## src/ref_sel_pkg.sv

```systemverilog
// constants, field layouts and codes for the reference input selector
package ref_sel_pkg;
    localparam int          ADDR_W        = 6;
    localparam int          DATA_W        = 32;
    localparam logic [5:0]  REG_CTRL      = 6'h00;
    localparam logic [5:0]  REG_PRIO1     = 6'h04;
    localparam logic [5:0]  REG_PRIO2     = 6'h08;
    localparam logic [5:0]  REG_MAN       = 6'h0c;
    localparam logic [5:0]  REG_BUF       = 6'h10;
    localparam logic [5:0]  REG_ROUTE     = 6'h14;
    localparam logic [5:0]  REG_VTIMER    = 6'h18;
    localparam logic [5:0]  REG_MON_EN    = 6'h1c;
    localparam logic [5:0]  REG_MATCH     = 6'h20;
    localparam logic [5:0]  REG_STATUS    = 6'h24;
    localparam logic [5:0]  REG_VALID     = 6'h28;
    // control register fields
    localparam int          CTRL_MODE1_LSB = 0;
    localparam int          CTRL_MODE2_LSB = 2;
    localparam int          CTRL_TCXO_PD   = 4;
    localparam logic [4:0]  CTRL_RST       = 5'h00;
    // priority: five slots of three bits, slot four is the loopback
    localparam int          SLOTS        = 5;
    localparam int          SLOT_LB      = 4;
    localparam int          PRIO_W       = 3;
    localparam logic [2:0]  PRIO_OFF     = 3'h0;
    localparam logic [2:0]  PRIO_LOWEST  = 3'h6;
    localparam logic [14:0] PRIO_RST     = 15'h0000;
    localparam logic [2:0]  SLOT_NONE    = 3'h7;
    // selected input codes
    localparam logic [2:0]  SEL_IN4      = 3'h4;
    localparam logic [2:0]  SEL_IN5      = 3'h5;
    localparam logic [2:0]  SEL_NONE     = 3'h7;
    localparam int          MAN_SEL1_LSB = 0;
    localparam int          MAN_SEL2_LSB = 3;
    localparam logic [5:0]  MAN_RST      = 6'h00;
    // buffer type codes, four bits per field: osc at 0, ref n at 4+4n
    localparam logic [3:0]  BUF_DC       = 4'h0;
    localparam logic [3:0]  BUF_AC_BIAS  = 4'h1;
    localparam logic [3:0]  BUF_AC_100   = 4'h3;
    localparam logic [3:0]  BUF_HCSL_50  = 4'h4;
    localparam logic [3:0]  BUF_SE_SLEW  = 4'h8;
    localparam logic [19:0] BUF_RST      = 20'h00000;
    // output routing, three bits per output
    localparam logic [2:0]  ROUTE_OFF    = 3'h0;
    localparam logic [2:0]  ROUTE_XO     = 3'h1;
    localparam logic [2:0]  ROUTE_TCXO   = 3'h2;
    localparam logic [2:0]  ROUTE_LOOP1  = 3'h3;
    localparam logic [2:0]  ROUTE_LOOP2  = 3'h4;
    localparam int          ROUTE_SECOND_OUTPUT_LSB = 3;
    localparam logic [5:0]  ROUTE_RST    = 6'h00;
    // validation timer and monitor enables (amp, freq, pulse per input)
    localparam int          VT_W         = 16;
    localparam logic [15:0] VTIMER_RST   = 16'h0100;
    localparam logic [11:0] MON_EN_RST   = 12'hfff;
    localparam logic [9:0]  MATCH_RST    = 10'h3ff;
    // synchroniser layout and reset (loss flags start asserted)
    localparam int          SYNC_W       = 22;
    localparam logic [21:0] SYNC_RST     = 22'h03ffff;
    localparam int          NUM_IN       = 6;
    typedef enum logic [1:0] {MODE_AUTO_REV, MODE_AUTO_NONREV, MODE_MAN_REG, MODE_MAN_PIN} mode_t;
endpackage

```

## src/reference_input_selector.sv

```systemverilog
// reference input selection, buffer decode and output routing for two loops
`timescale 1ns/1ps
module reference_input_selector
    import ref_sel_pkg::*;
(
    input  wire logic                      mclk,
    input  wire logic                      rst_n,
    input  wire logic [ref_sel_pkg::ADDR_W-1:0] addr,
    input  wire logic [ref_sel_pkg::DATA_W-1:0] wdata,
    input  wire logic                      wr,
    input  wire logic                      rd,
    output logic      [ref_sel_pkg::DATA_W-1:0] rdata,
    input  wire logic [3:0]                diff_amp_los,
    input  wire logic [3:0]                slew_los,
    input  wire logic [3:0]                freq_los,
    input  wire logic [3:0]                pulse_los,
    input  wire logic [1:0]                loopback_los,
    input  wire logic [1:0]                sel_pins_loop1,
    input  wire logic [1:0]                sel_pins_loop2,
    output logic      [2:0]                selected_loop1,
    output logic      [2:0]                selected_loop2,
    output logic                           no_ref_loop1,
    output logic                           no_ref_loop2,
    output logic                           stable_osc_input_pd,
    output logic                           osc_term_100,
    output logic                           osc_term_50,
    output logic                           osc_bias,
    output logic      [3:0]                ref_term_100,
    output logic      [3:0]                ref_term_50,
    output logic      [3:0]                ref_bias,
    output logic      [3:0]                ref_slew_det,
    output logic      [2:0]                first_output_src,
    output logic      [2:0]                second_output_src
);
    import ref_sel_pkg::*;

    logic [4:0]           ctrl_q;
    logic [14:0]          prio_q [2];
    logic [5:0]           man_q;
    logic [19:0]          buf_q;
    logic [5:0]           route_q;
    logic [VT_W-1:0]      vtimer_q;
    logic [11:0]          mon_en_q;
    logic [9:0]           match_q;
    logic [SYNC_W-1:0]    sync1_q;
    logic [SYNC_W-1:0]    sync2_q;
    logic [VT_W-1:0]      cnt_q [NUM_IN];
    logic [NUM_IN-1:0]    valid_q;
    logic [NUM_IN-1:0]    flag_d;
    logic [2:0]           slot_q [2];
    logic [2:0]           slot_d [2];
    logic [4:0]           elig_d [2];
    logic [1:0]           none_q;
    logic [1:0]           none_d;
    logic [DATA_W-1:0]    rdata_q;

    function automatic logic [2:0] best_slot(input logic [14:0] prio, input logic [4:0] elig);
        logic [2:0] best;
        logic [2:0] bp;
        best = SLOT_NONE;
        bp   = SLOT_NONE;
        for (int i = 0; i < SLOTS; i++)
        begin
            // strict compare keeps the lower index on a tie
            if (elig[i] && prio[i*PRIO_W +: PRIO_W] != PRIO_OFF && prio[i*PRIO_W +: PRIO_W] <= PRIO_LOWEST
                && prio[i*PRIO_W +: PRIO_W] < bp)
            begin
                best = 3'(i);
                bp   = prio[i*PRIO_W +: PRIO_W];
            end
        end
        return best;
    endfunction

    // slot to input code; the loopback slot is chan2 for loop one, chan1 for loop two
    function automatic logic [2:0] slot_code(input logic [2:0] slot, input logic loop);
        if (slot == SLOT_NONE)
            return SEL_NONE;
        else if (slot == 3'(SLOT_LB))
            return loop ? SEL_IN4 : SEL_IN5;
        else
            return slot;
    endfunction

    // register writes
    always_ff @(posedge mclk or negedge rst_n)
    begin
        if (!rst_n)
        begin
            ctrl_q   <= CTRL_RST;
            prio_q[0] <= PRIO_RST;
            prio_q[1] <= PRIO_RST;
            man_q    <= MAN_RST;
            buf_q    <= BUF_RST;
            route_q  <= ROUTE_RST;
            vtimer_q <= VTIMER_RST;
            mon_en_q <= MON_EN_RST;
            match_q  <= MATCH_RST;
        end
        else if (wr)
        begin
            unique case (addr)
                REG_CTRL:   ctrl_q    <= wdata[4:0];
                REG_PRIO1:  prio_q[0] <= wdata[14:0];
                REG_PRIO2:  prio_q[1] <= wdata[14:0];
                REG_MAN:    man_q     <= wdata[5:0];
                REG_BUF:    buf_q     <= wdata[19:0];
                REG_ROUTE:  route_q   <= wdata[5:0];
                REG_VTIMER: vtimer_q  <= wdata[VT_W-1:0];
                REG_MON_EN: mon_en_q  <= wdata[11:0];
                REG_MATCH:  match_q   <= wdata[9:0];
                default:    ;
            endcase
        end
    end

    // register reads, data in the following cycle only
    always_ff @(posedge mclk or negedge rst_n)
    begin
        if (!rst_n)
            rdata_q <= '0;
        else if (rd)
        begin
            unique case (addr)
                REG_CTRL:   rdata_q <= DATA_W'(ctrl_q);
                REG_PRIO1:  rdata_q <= DATA_W'(prio_q[0]);
                REG_PRIO2:  rdata_q <= DATA_W'(prio_q[1]);
                REG_MAN:    rdata_q <= DATA_W'(man_q);
                REG_BUF:    rdata_q <= DATA_W'(buf_q);
                REG_ROUTE:  rdata_q <= DATA_W'(route_q);
                REG_VTIMER: rdata_q <= DATA_W'(vtimer_q);
                REG_MON_EN: rdata_q <= DATA_W'(mon_en_q);
                REG_MATCH:  rdata_q <= DATA_W'(match_q);
                REG_STATUS: rdata_q <= DATA_W'({none_q, slot_code(slot_q[1], 1'b1),
                                                slot_code(slot_q[0], 1'b0)});
                REG_VALID:  rdata_q <= DATA_W'(valid_q);
                default:    rdata_q <= '0;
            endcase
        end
        else
            rdata_q <= '0;
    end
    assign rdata = rdata_q;

    // two-stage synchroniser for monitor flags and selection pins
    always_ff @(posedge mclk or negedge rst_n)
    begin
        if (!rst_n)
        begin
            sync1_q <= SYNC_RST;
            sync2_q <= SYNC_RST;
        end
        else
        begin
            sync1_q <= {sel_pins_loop2, sel_pins_loop1, loopback_los, pulse_los, freq_los, slew_los, diff_amp_los};
            sync2_q <= sync1_q;
        end
    end

    // per-input flag: enabled monitors for references 0-3, amplitude detector picked by buffer type; loopback flags pass straight through
    always_comb
    begin
        for (int i = 0; i < 4; i++)
        begin
            flag_d[i] = (mon_en_q[i*3] && ((buf_q[4+i*4 +: 4] == BUF_SE_SLEW) ? sync2_q[4+i] : sync2_q[i]))
                      || (mon_en_q[i*3+1] && sync2_q[8+i])
                      || (mon_en_q[i*3+2] && sync2_q[12+i]);
        end
        flag_d[4] = sync2_q[16];
        flag_d[5] = sync2_q[17];
    end

    // validation timers
    always_ff @(posedge mclk or negedge rst_n)
    begin
        if (!rst_n)
        begin
            for (int i = 0; i < NUM_IN; i++)
                cnt_q[i] <= '0;
            valid_q <= '0;
        end
        else
        begin
            for (int i = 0; i < NUM_IN; i++)
            begin
                if (flag_d[i])
                    cnt_q[i] <= '0;
                else if (cnt_q[i] < vtimer_q)
                    cnt_q[i] <= cnt_q[i] + 1'b1;
                valid_q[i] <= !flag_d[i] && cnt_q[i] >= vtimer_q;
            end
        end
    end

    // next selection per loop
    always_comb
    begin
        for (int l = 0; l < 2; l++)
        begin
            // both loops see all four references
            elig_d[l] = {valid_q[l == 0 ? 5 : 4], valid_q[3:0]} & match_q[l*5 +: 5];
            slot_d[l] = slot_q[l];
            unique case (mode_t'(ctrl_q[l*2 +: 2]))
                MODE_AUTO_REV:
                    slot_d[l] = best_slot(prio_q[l], elig_d[l]);
                MODE_AUTO_NONREV:
                begin
                    if (slot_q[l] == SLOT_NONE || !elig_d[l][slot_q[l]]
                        || prio_q[l][slot_q[l]*PRIO_W +: PRIO_W] == PRIO_OFF)
                        slot_d[l] = best_slot(prio_q[l], elig_d[l]);
                end
                MODE_MAN_REG:
                begin
                    if (man_q[l*3 +: 3] < SEL_IN4)
                        slot_d[l] = man_q[l*3 +: 3];
                    else if (man_q[l*3 +: 3] == (l == 0 ? SEL_IN5 : SEL_IN4))
                        slot_d[l] = 3'(SLOT_LB);
                    else
                        slot_d[l] = SLOT_NONE;
                end
                MODE_MAN_PIN:
                    slot_d[l] = {1'b0, sync2_q[18 + l*2 +: 2]};
            endcase
            none_d[l] = slot_d[l] == SLOT_NONE || !elig_d[l][slot_d[l]];
        end
    end

    always_ff @(posedge mclk or negedge rst_n)
    begin
        if (!rst_n)
        begin
            slot_q[0] <= SLOT_NONE;
            slot_q[1] <= SLOT_NONE;
            none_q    <= 2'b11;
        end
        else
        begin
            slot_q[0] <= slot_d[0];
            slot_q[1] <= slot_d[1];
            none_q    <= none_d;
        end
    end

    // status pins
    always_ff @(posedge mclk or negedge rst_n)
    begin
        if (!rst_n)
        begin
            selected_loop1 <= SEL_NONE;
            selected_loop2 <= SEL_NONE;
            no_ref_loop1   <= 1'b1;
            no_ref_loop2   <= 1'b1;
        end
        else
        begin
            selected_loop1 <= slot_code(slot_d[0], 1'b0);
            selected_loop2 <= slot_code(slot_d[1], 1'b1);
            no_ref_loop1   <= none_d[0];
            no_ref_loop2   <= none_d[1];
        end
    end

    // buffer type decode and power down
    always_ff @(posedge mclk or negedge rst_n)
    begin
        if (!rst_n)
        begin
            stable_osc_input_pd <= 1'b0;
            osc_term_100 <= 1'b0;
            osc_term_50  <= 1'b0;
            osc_bias     <= 1'b0;
            ref_term_100 <= '0;
            ref_term_50  <= '0;
            ref_bias     <= '0;
            ref_slew_det <= '0;
        end
        else
        begin
            stable_osc_input_pd <= ctrl_q[CTRL_TCXO_PD];
            osc_term_100 <= buf_q[3:0] == BUF_AC_100;
            osc_term_50  <= buf_q[3:0] == BUF_HCSL_50;
            osc_bias     <= buf_q[3:0] == BUF_AC_BIAS || buf_q[3:0] == BUF_AC_100;
            for (int i = 0; i < 4; i++)
            begin
                ref_term_100[i] <= buf_q[4+i*4 +: 4] == BUF_AC_100;
                ref_term_50[i]  <= buf_q[4+i*4 +: 4] == BUF_HCSL_50;
                ref_bias[i]     <= buf_q[4+i*4 +: 4] == BUF_AC_BIAS || buf_q[4+i*4 +: 4] == BUF_AC_100;
                ref_slew_det[i] <= buf_q[4+i*4 +: 4] == BUF_SE_SLEW;
            end
        end
    end

    // output routing; stable oscillator path is off while powered down
    always_ff @(posedge mclk or negedge rst_n)
    begin
        if (!rst_n)
        begin
            first_output_src  <= ROUTE_OFF;
            second_output_src <= ROUTE_OFF;
        end
        else
        begin
            first_output_src  <= (route_q[2:0] > ROUTE_LOOP2
                                  || (route_q[2:0] == ROUTE_TCXO && ctrl_q[CTRL_TCXO_PD]))
                                 ? ROUTE_OFF : route_q[2:0];
            second_output_src <= (route_q[5:3] > ROUTE_LOOP2
                                  || (route_q[5:3] == ROUTE_TCXO && ctrl_q[CTRL_TCXO_PD]))
                                 ? ROUTE_OFF : route_q[5:3];
        end
    end
endmodule

```

## config.mk

```make
export PLATFORM = sky130hd
export DESIGN_NAME = reference_input_selector
export DESIGN_NICKNAME = d
export VERILOG_FILES = /design/src/ref_sel_pkg.sv /design/src/reference_input_selector.sv
export SDC_FILE = /design/constraint.sdc
export NUM_CORES = 1
export LEC_CHECK = 0
export ABC_AREA = 0
export ABC_CLOCK_PERIOD_IN_PS = 8900
export BUFFER_PORTS_ARGS = -buffer_cell sky130_fd_sc_hd__buf_2
export CAP_MARGIN = 20
export CORE_MARGIN = 2
export CORE_UTILIZATION = 61
export CTS_BUF_LIST = sky130_fd_sc_hd__clkbuf_4 sky130_fd_sc_hd__clkbuf_8
export DETAILED_ROUTE_END_ITERATION = 16
export PLACE_DENSITY = 0.81
export SLEW_MARGIN = 20
export SYNTH_ARGS = -nofsm -noshare
export SYNTH_HDL_FRONTEND = slang
export SYNTH_SLANG_ARGS = --single-unit
```

## constraint.sdc

```tcl
create_clock -name mclk -period 8.9 [get_ports mclk]
set_clock_uncertainty 0.2 [all_clocks]
set_input_delay 0 -clock mclk [delete_from_list [all_inputs] [get_ports mclk]]
set_output_delay 0 -clock mclk [all_outputs]
set_load 0.05 [all_outputs]
```

==> impl_metrics.json <==
{
  "status": "completed",
  "die_h_um": 171,
  "dp_hpwl_mm": 31.0,
  "die_w_um": 171,
  "syn_area_um2": 17000,
  "setup_slack_ns": 2.60,
  "drive_above_1_share_pct": 23.7,
  "synth_cell_types": 82,
  "yosys.area.top_type_share_pct": 35.0,
  "synthSimpleGateAreaFrac_pct": 15.2,
  "area_growth_pct": 16.1,
  "cts.clk_slew.worst_paths_ns": 0.06,
  "hold_path_depth": 5,
  "ys.flop_type": "dfrtp_1",
  "start_util_pct": 61.6,
  "post_cts_buffers": 0,
  "n_antenna_cell": 0,
  "final_cell_mix": "238 x dfrtp_1, 132 x nor2_1, 118 x mux2_2",
  "cp_max_fo": 9,
  "synthTopCellsByArea": "dfrtp_1 35%, dfstp_2 11%, ha_1 8.1%",
  "post-route-drc-count": 0,
  "syn_inst": 1612,
  "finalSetupTns_ns": 0,
  "clk_latency_ns": 0.59,
  "rsz0062_at_grt": "false",
  "pre_cts_ws_ns": 2.71,
  "required_ns": 9.20,
  "grt_usage_pct": 31.6,
  "fin_crit_sh_pct": 70.7,
  "ir_drop_mv": 0.164,
  "dr.first_iter.drc_count": 1171,
  "antenna_left": 0,
  "dr.pass1.iters": 6,
  "setup_viol": 0,
  "power_density_nw_per_um2": 212,
  "ctsHtreeMaxLevel": 2,
  "fillers": 2007,
  "timing.final.max_slew_violations": 0,
  "cts-root-buf": "clkbuf_8",
  "clk_path_buf_depth": 3,
  "io_buffers": 105,
  "syn_avg_cell_area_um2": 10.6,
  "r2r-end": "none_q[0]",
  "hold_viol_final": 0,
  "fp-row-count": 61,
  "coreArea_um2": 27600,
  "r2r_start": "valid_q[1]",
  "crit_type": "register to register",
  "ys_async_sr_fraction_pct": 100,
  "worst_pin_slew_ns": 1.11,
  "worstPathArrival_ns": 6.60,
  "die_area_um2": 29300,
  "synth_edf_count": 0,
  "via_count": 13700,
  "grt_antenna_before_repair": 0,
  "first_global_vias": 13700,
  "yosysWarningCount": 0,
  "synth_top_family_by_area": "simple AND/OR/NAND/NOR gates",
  "final_nets": 1968,
  "ios": 130,
  "detail_route.wl_per_cell_um": 20.6,
  "final_common_cell": "dfrtp_1",
  "cts_sinks": 311,
  "period_needed_ns": 6.30,
  "hold_start": "addr[2]",
  "muxShareOfSynthArea_pct": 10.4,
  "cp-end-kind": "register",
  "ctsHoldBuffers": 79,
  "grt_pass1_wl_mm": 72.0,
  "p_leak_nw": 9.35,
  "maxCapViolCount": 0,
  "synth_compound_area_share_pct": 13.7,
  "cts_resized": 0,
  "slew_headroom_pct": 25.7,
  "hold_end": "rdata[2]",
  "synth-adder-area-share_pct": 8.14,
  "synth_seq_cells": 311,
  "synth_area_leader_cell": "dfrtp_1",
  "viasPerCell": 6.16,
  "synth_xor_area_share_pct": 2.78,
  "critPathLaunchType": "register",
  "place.gp.congestion": 0.935,
  "power_mw": 4.20,
  "cts_tree": "done",
  "hp-class": "input port to register",
  "post-route-util_pct": 71.6,
  "wirelength_mm": 45.6,
  "cts_buffers": 51,
  "fmax_mhz": 159,
  "ys_seq_area_share_pct": 46.2,
  "grt_max_degree": 81,
  "reg2reg_depth": 22,
  "rrSetupSlack_ns": 2.60,
  "overflow": 0
}
-- synth_stat cells, types with 12 or more instances --
cell type / instances
o21a_1: 15
or3_1: 21
ha_1: 110
o21ai_0: 61
a21o_1: 40
a221oi_1: 13
xnor2_1: 21
nor3_1: 26
or4_1: 13
nor4b_1: 12
dfrtp_1: 238
inv_1: 62
a21oi_1: 74
nand2_1: 96
and2_1: 18
nor2b_1: 19
nand3_1: 53
a31oi_1: 14
mux2_2: 118
and3_1: 34
mux2i_1: 32
dfstp_2: 73
nand4_1: 35
xor2_1: 33
buf_4: 13
nor2_1: 132
clkbuf_1: 50
o31ai_1: 19
-- flip-flops by register name (all words and copies together) (netlist names), 4 cells and up --
| name | cells |
|---|---|
| slot_q | 6 |
| ctrl_q | 5 |
| route_q | 6 |
| buf_q | 20 |
| sync2_q | 22 |
| prio_q | 30 |
| sync1_q | 22 |
| ref_term_50 | 4 |
| rdata | 20 |
| vtimer_q | 16 |
| ref_term_100 | 4 |
| ref_slew_det | 4 |
| cnt_q | 96 |
| valid_q | 6 |
| match_q | 10 |
| ref_bias | 4 |
| mon_en_q | 12 |
| man_q | 6 |
-- layer usage --
layer  track usage, %  routed length (µm)  vias to the layer above
li1                 -                   -                     6262
met1             40.5               18600                     6689
met2             52.4               21800                      561
met3             5.67                3160                      142
met4             14.6                2030                        0
met5                0                   0                        -
-- final cells by class --
| class | count | area [µm²] | area share, % |
|---|---|---|---|
| multi-input cells | 1173 | 8630 | 43.7 |
| clock buffers | 85 | 1000 | 5.06 |
| inverters | 62 | 233 | 1.18 |
| flip-flops and latches | 311 | 7870 | 39.8 |
| well taps | 378 | 473 | 2.39 |
| repair buffers | 195 | 1420 | 7.20 |
| clock inverters | 11 | 136 | 0.690 |
-- report_power, final --
part	switching (mW)	total, mW	internal, mW
combinational	0.580	0.994	0.415
sequential	0.228	1.83	1.60
clock	0.580	1.38	0.798
total	1.39	4.20	2.81
-- worst max-delay path by stage --
| stage | startpoint | end | slack (ns) |
|---|---|---|---|
| global route | valid_q[1] | none_q[0] | 2.10 |
| CTS | valid_q[1] | none_q[0] | 2.65 |
| finish | valid_q[1] | none_q[0] | 2.60 |
| detailed placement | valid_q[1] | none_q[0] | 2.71 |
| global placement | prio_q[15] | none_q[0] | 2.70 |
| floorplan | valid_q[0] | none_q[0] | 3.56 |
-- critical path: stages, from the launching register on --
cell and delay (ns):
dfrtp_1 0.59, nand2_1 0.26, nor4b_1 0.50, or3b_1 0.41
o21ai_0 0.12, o31ai_1 0.14, nand2_1 0.09, o21ai_0 0.14
ha_1 0.23, a21oi_1 0.12, nand3_1 0.15, or4_1 0.42
o211a_2 0.18, mux2_2 0.28, ha_1 0.26, nand2_1 0.10
o21bai_1 0.15, o41ai_2 0.10, a2111oi_0 0.62, a211o_1 0.32
mux2_1 0.34, or3b_1 0.36, o221a_2 0.13
-- stage by stage --
stage / hold slack (ns) / cells / cell area, µm²
global placement: -0.171 / 2039 / 17800
global route: 0.0584 / 2215 / 19800
CTS: 0.00749 / 2214 / 19700
floorplan: -0.496 / 1623 / 17100
detailed placement: -0.168 / 2039 / 17800
finish: 0.0486 / 2215 / 19800
-- logic make-up (layout without fill, tap and decap cells) --
logic type	Yosys count	count (layout)
mux	156	156
flops	311	311
compound gates	337	337
xor+xnor	54	54
other cells	1	12
fa+ha+maj	111	111
simple gates	503	503
buf+inv	139	353
No activity file was read; power rests on OpenSTA's default activity.
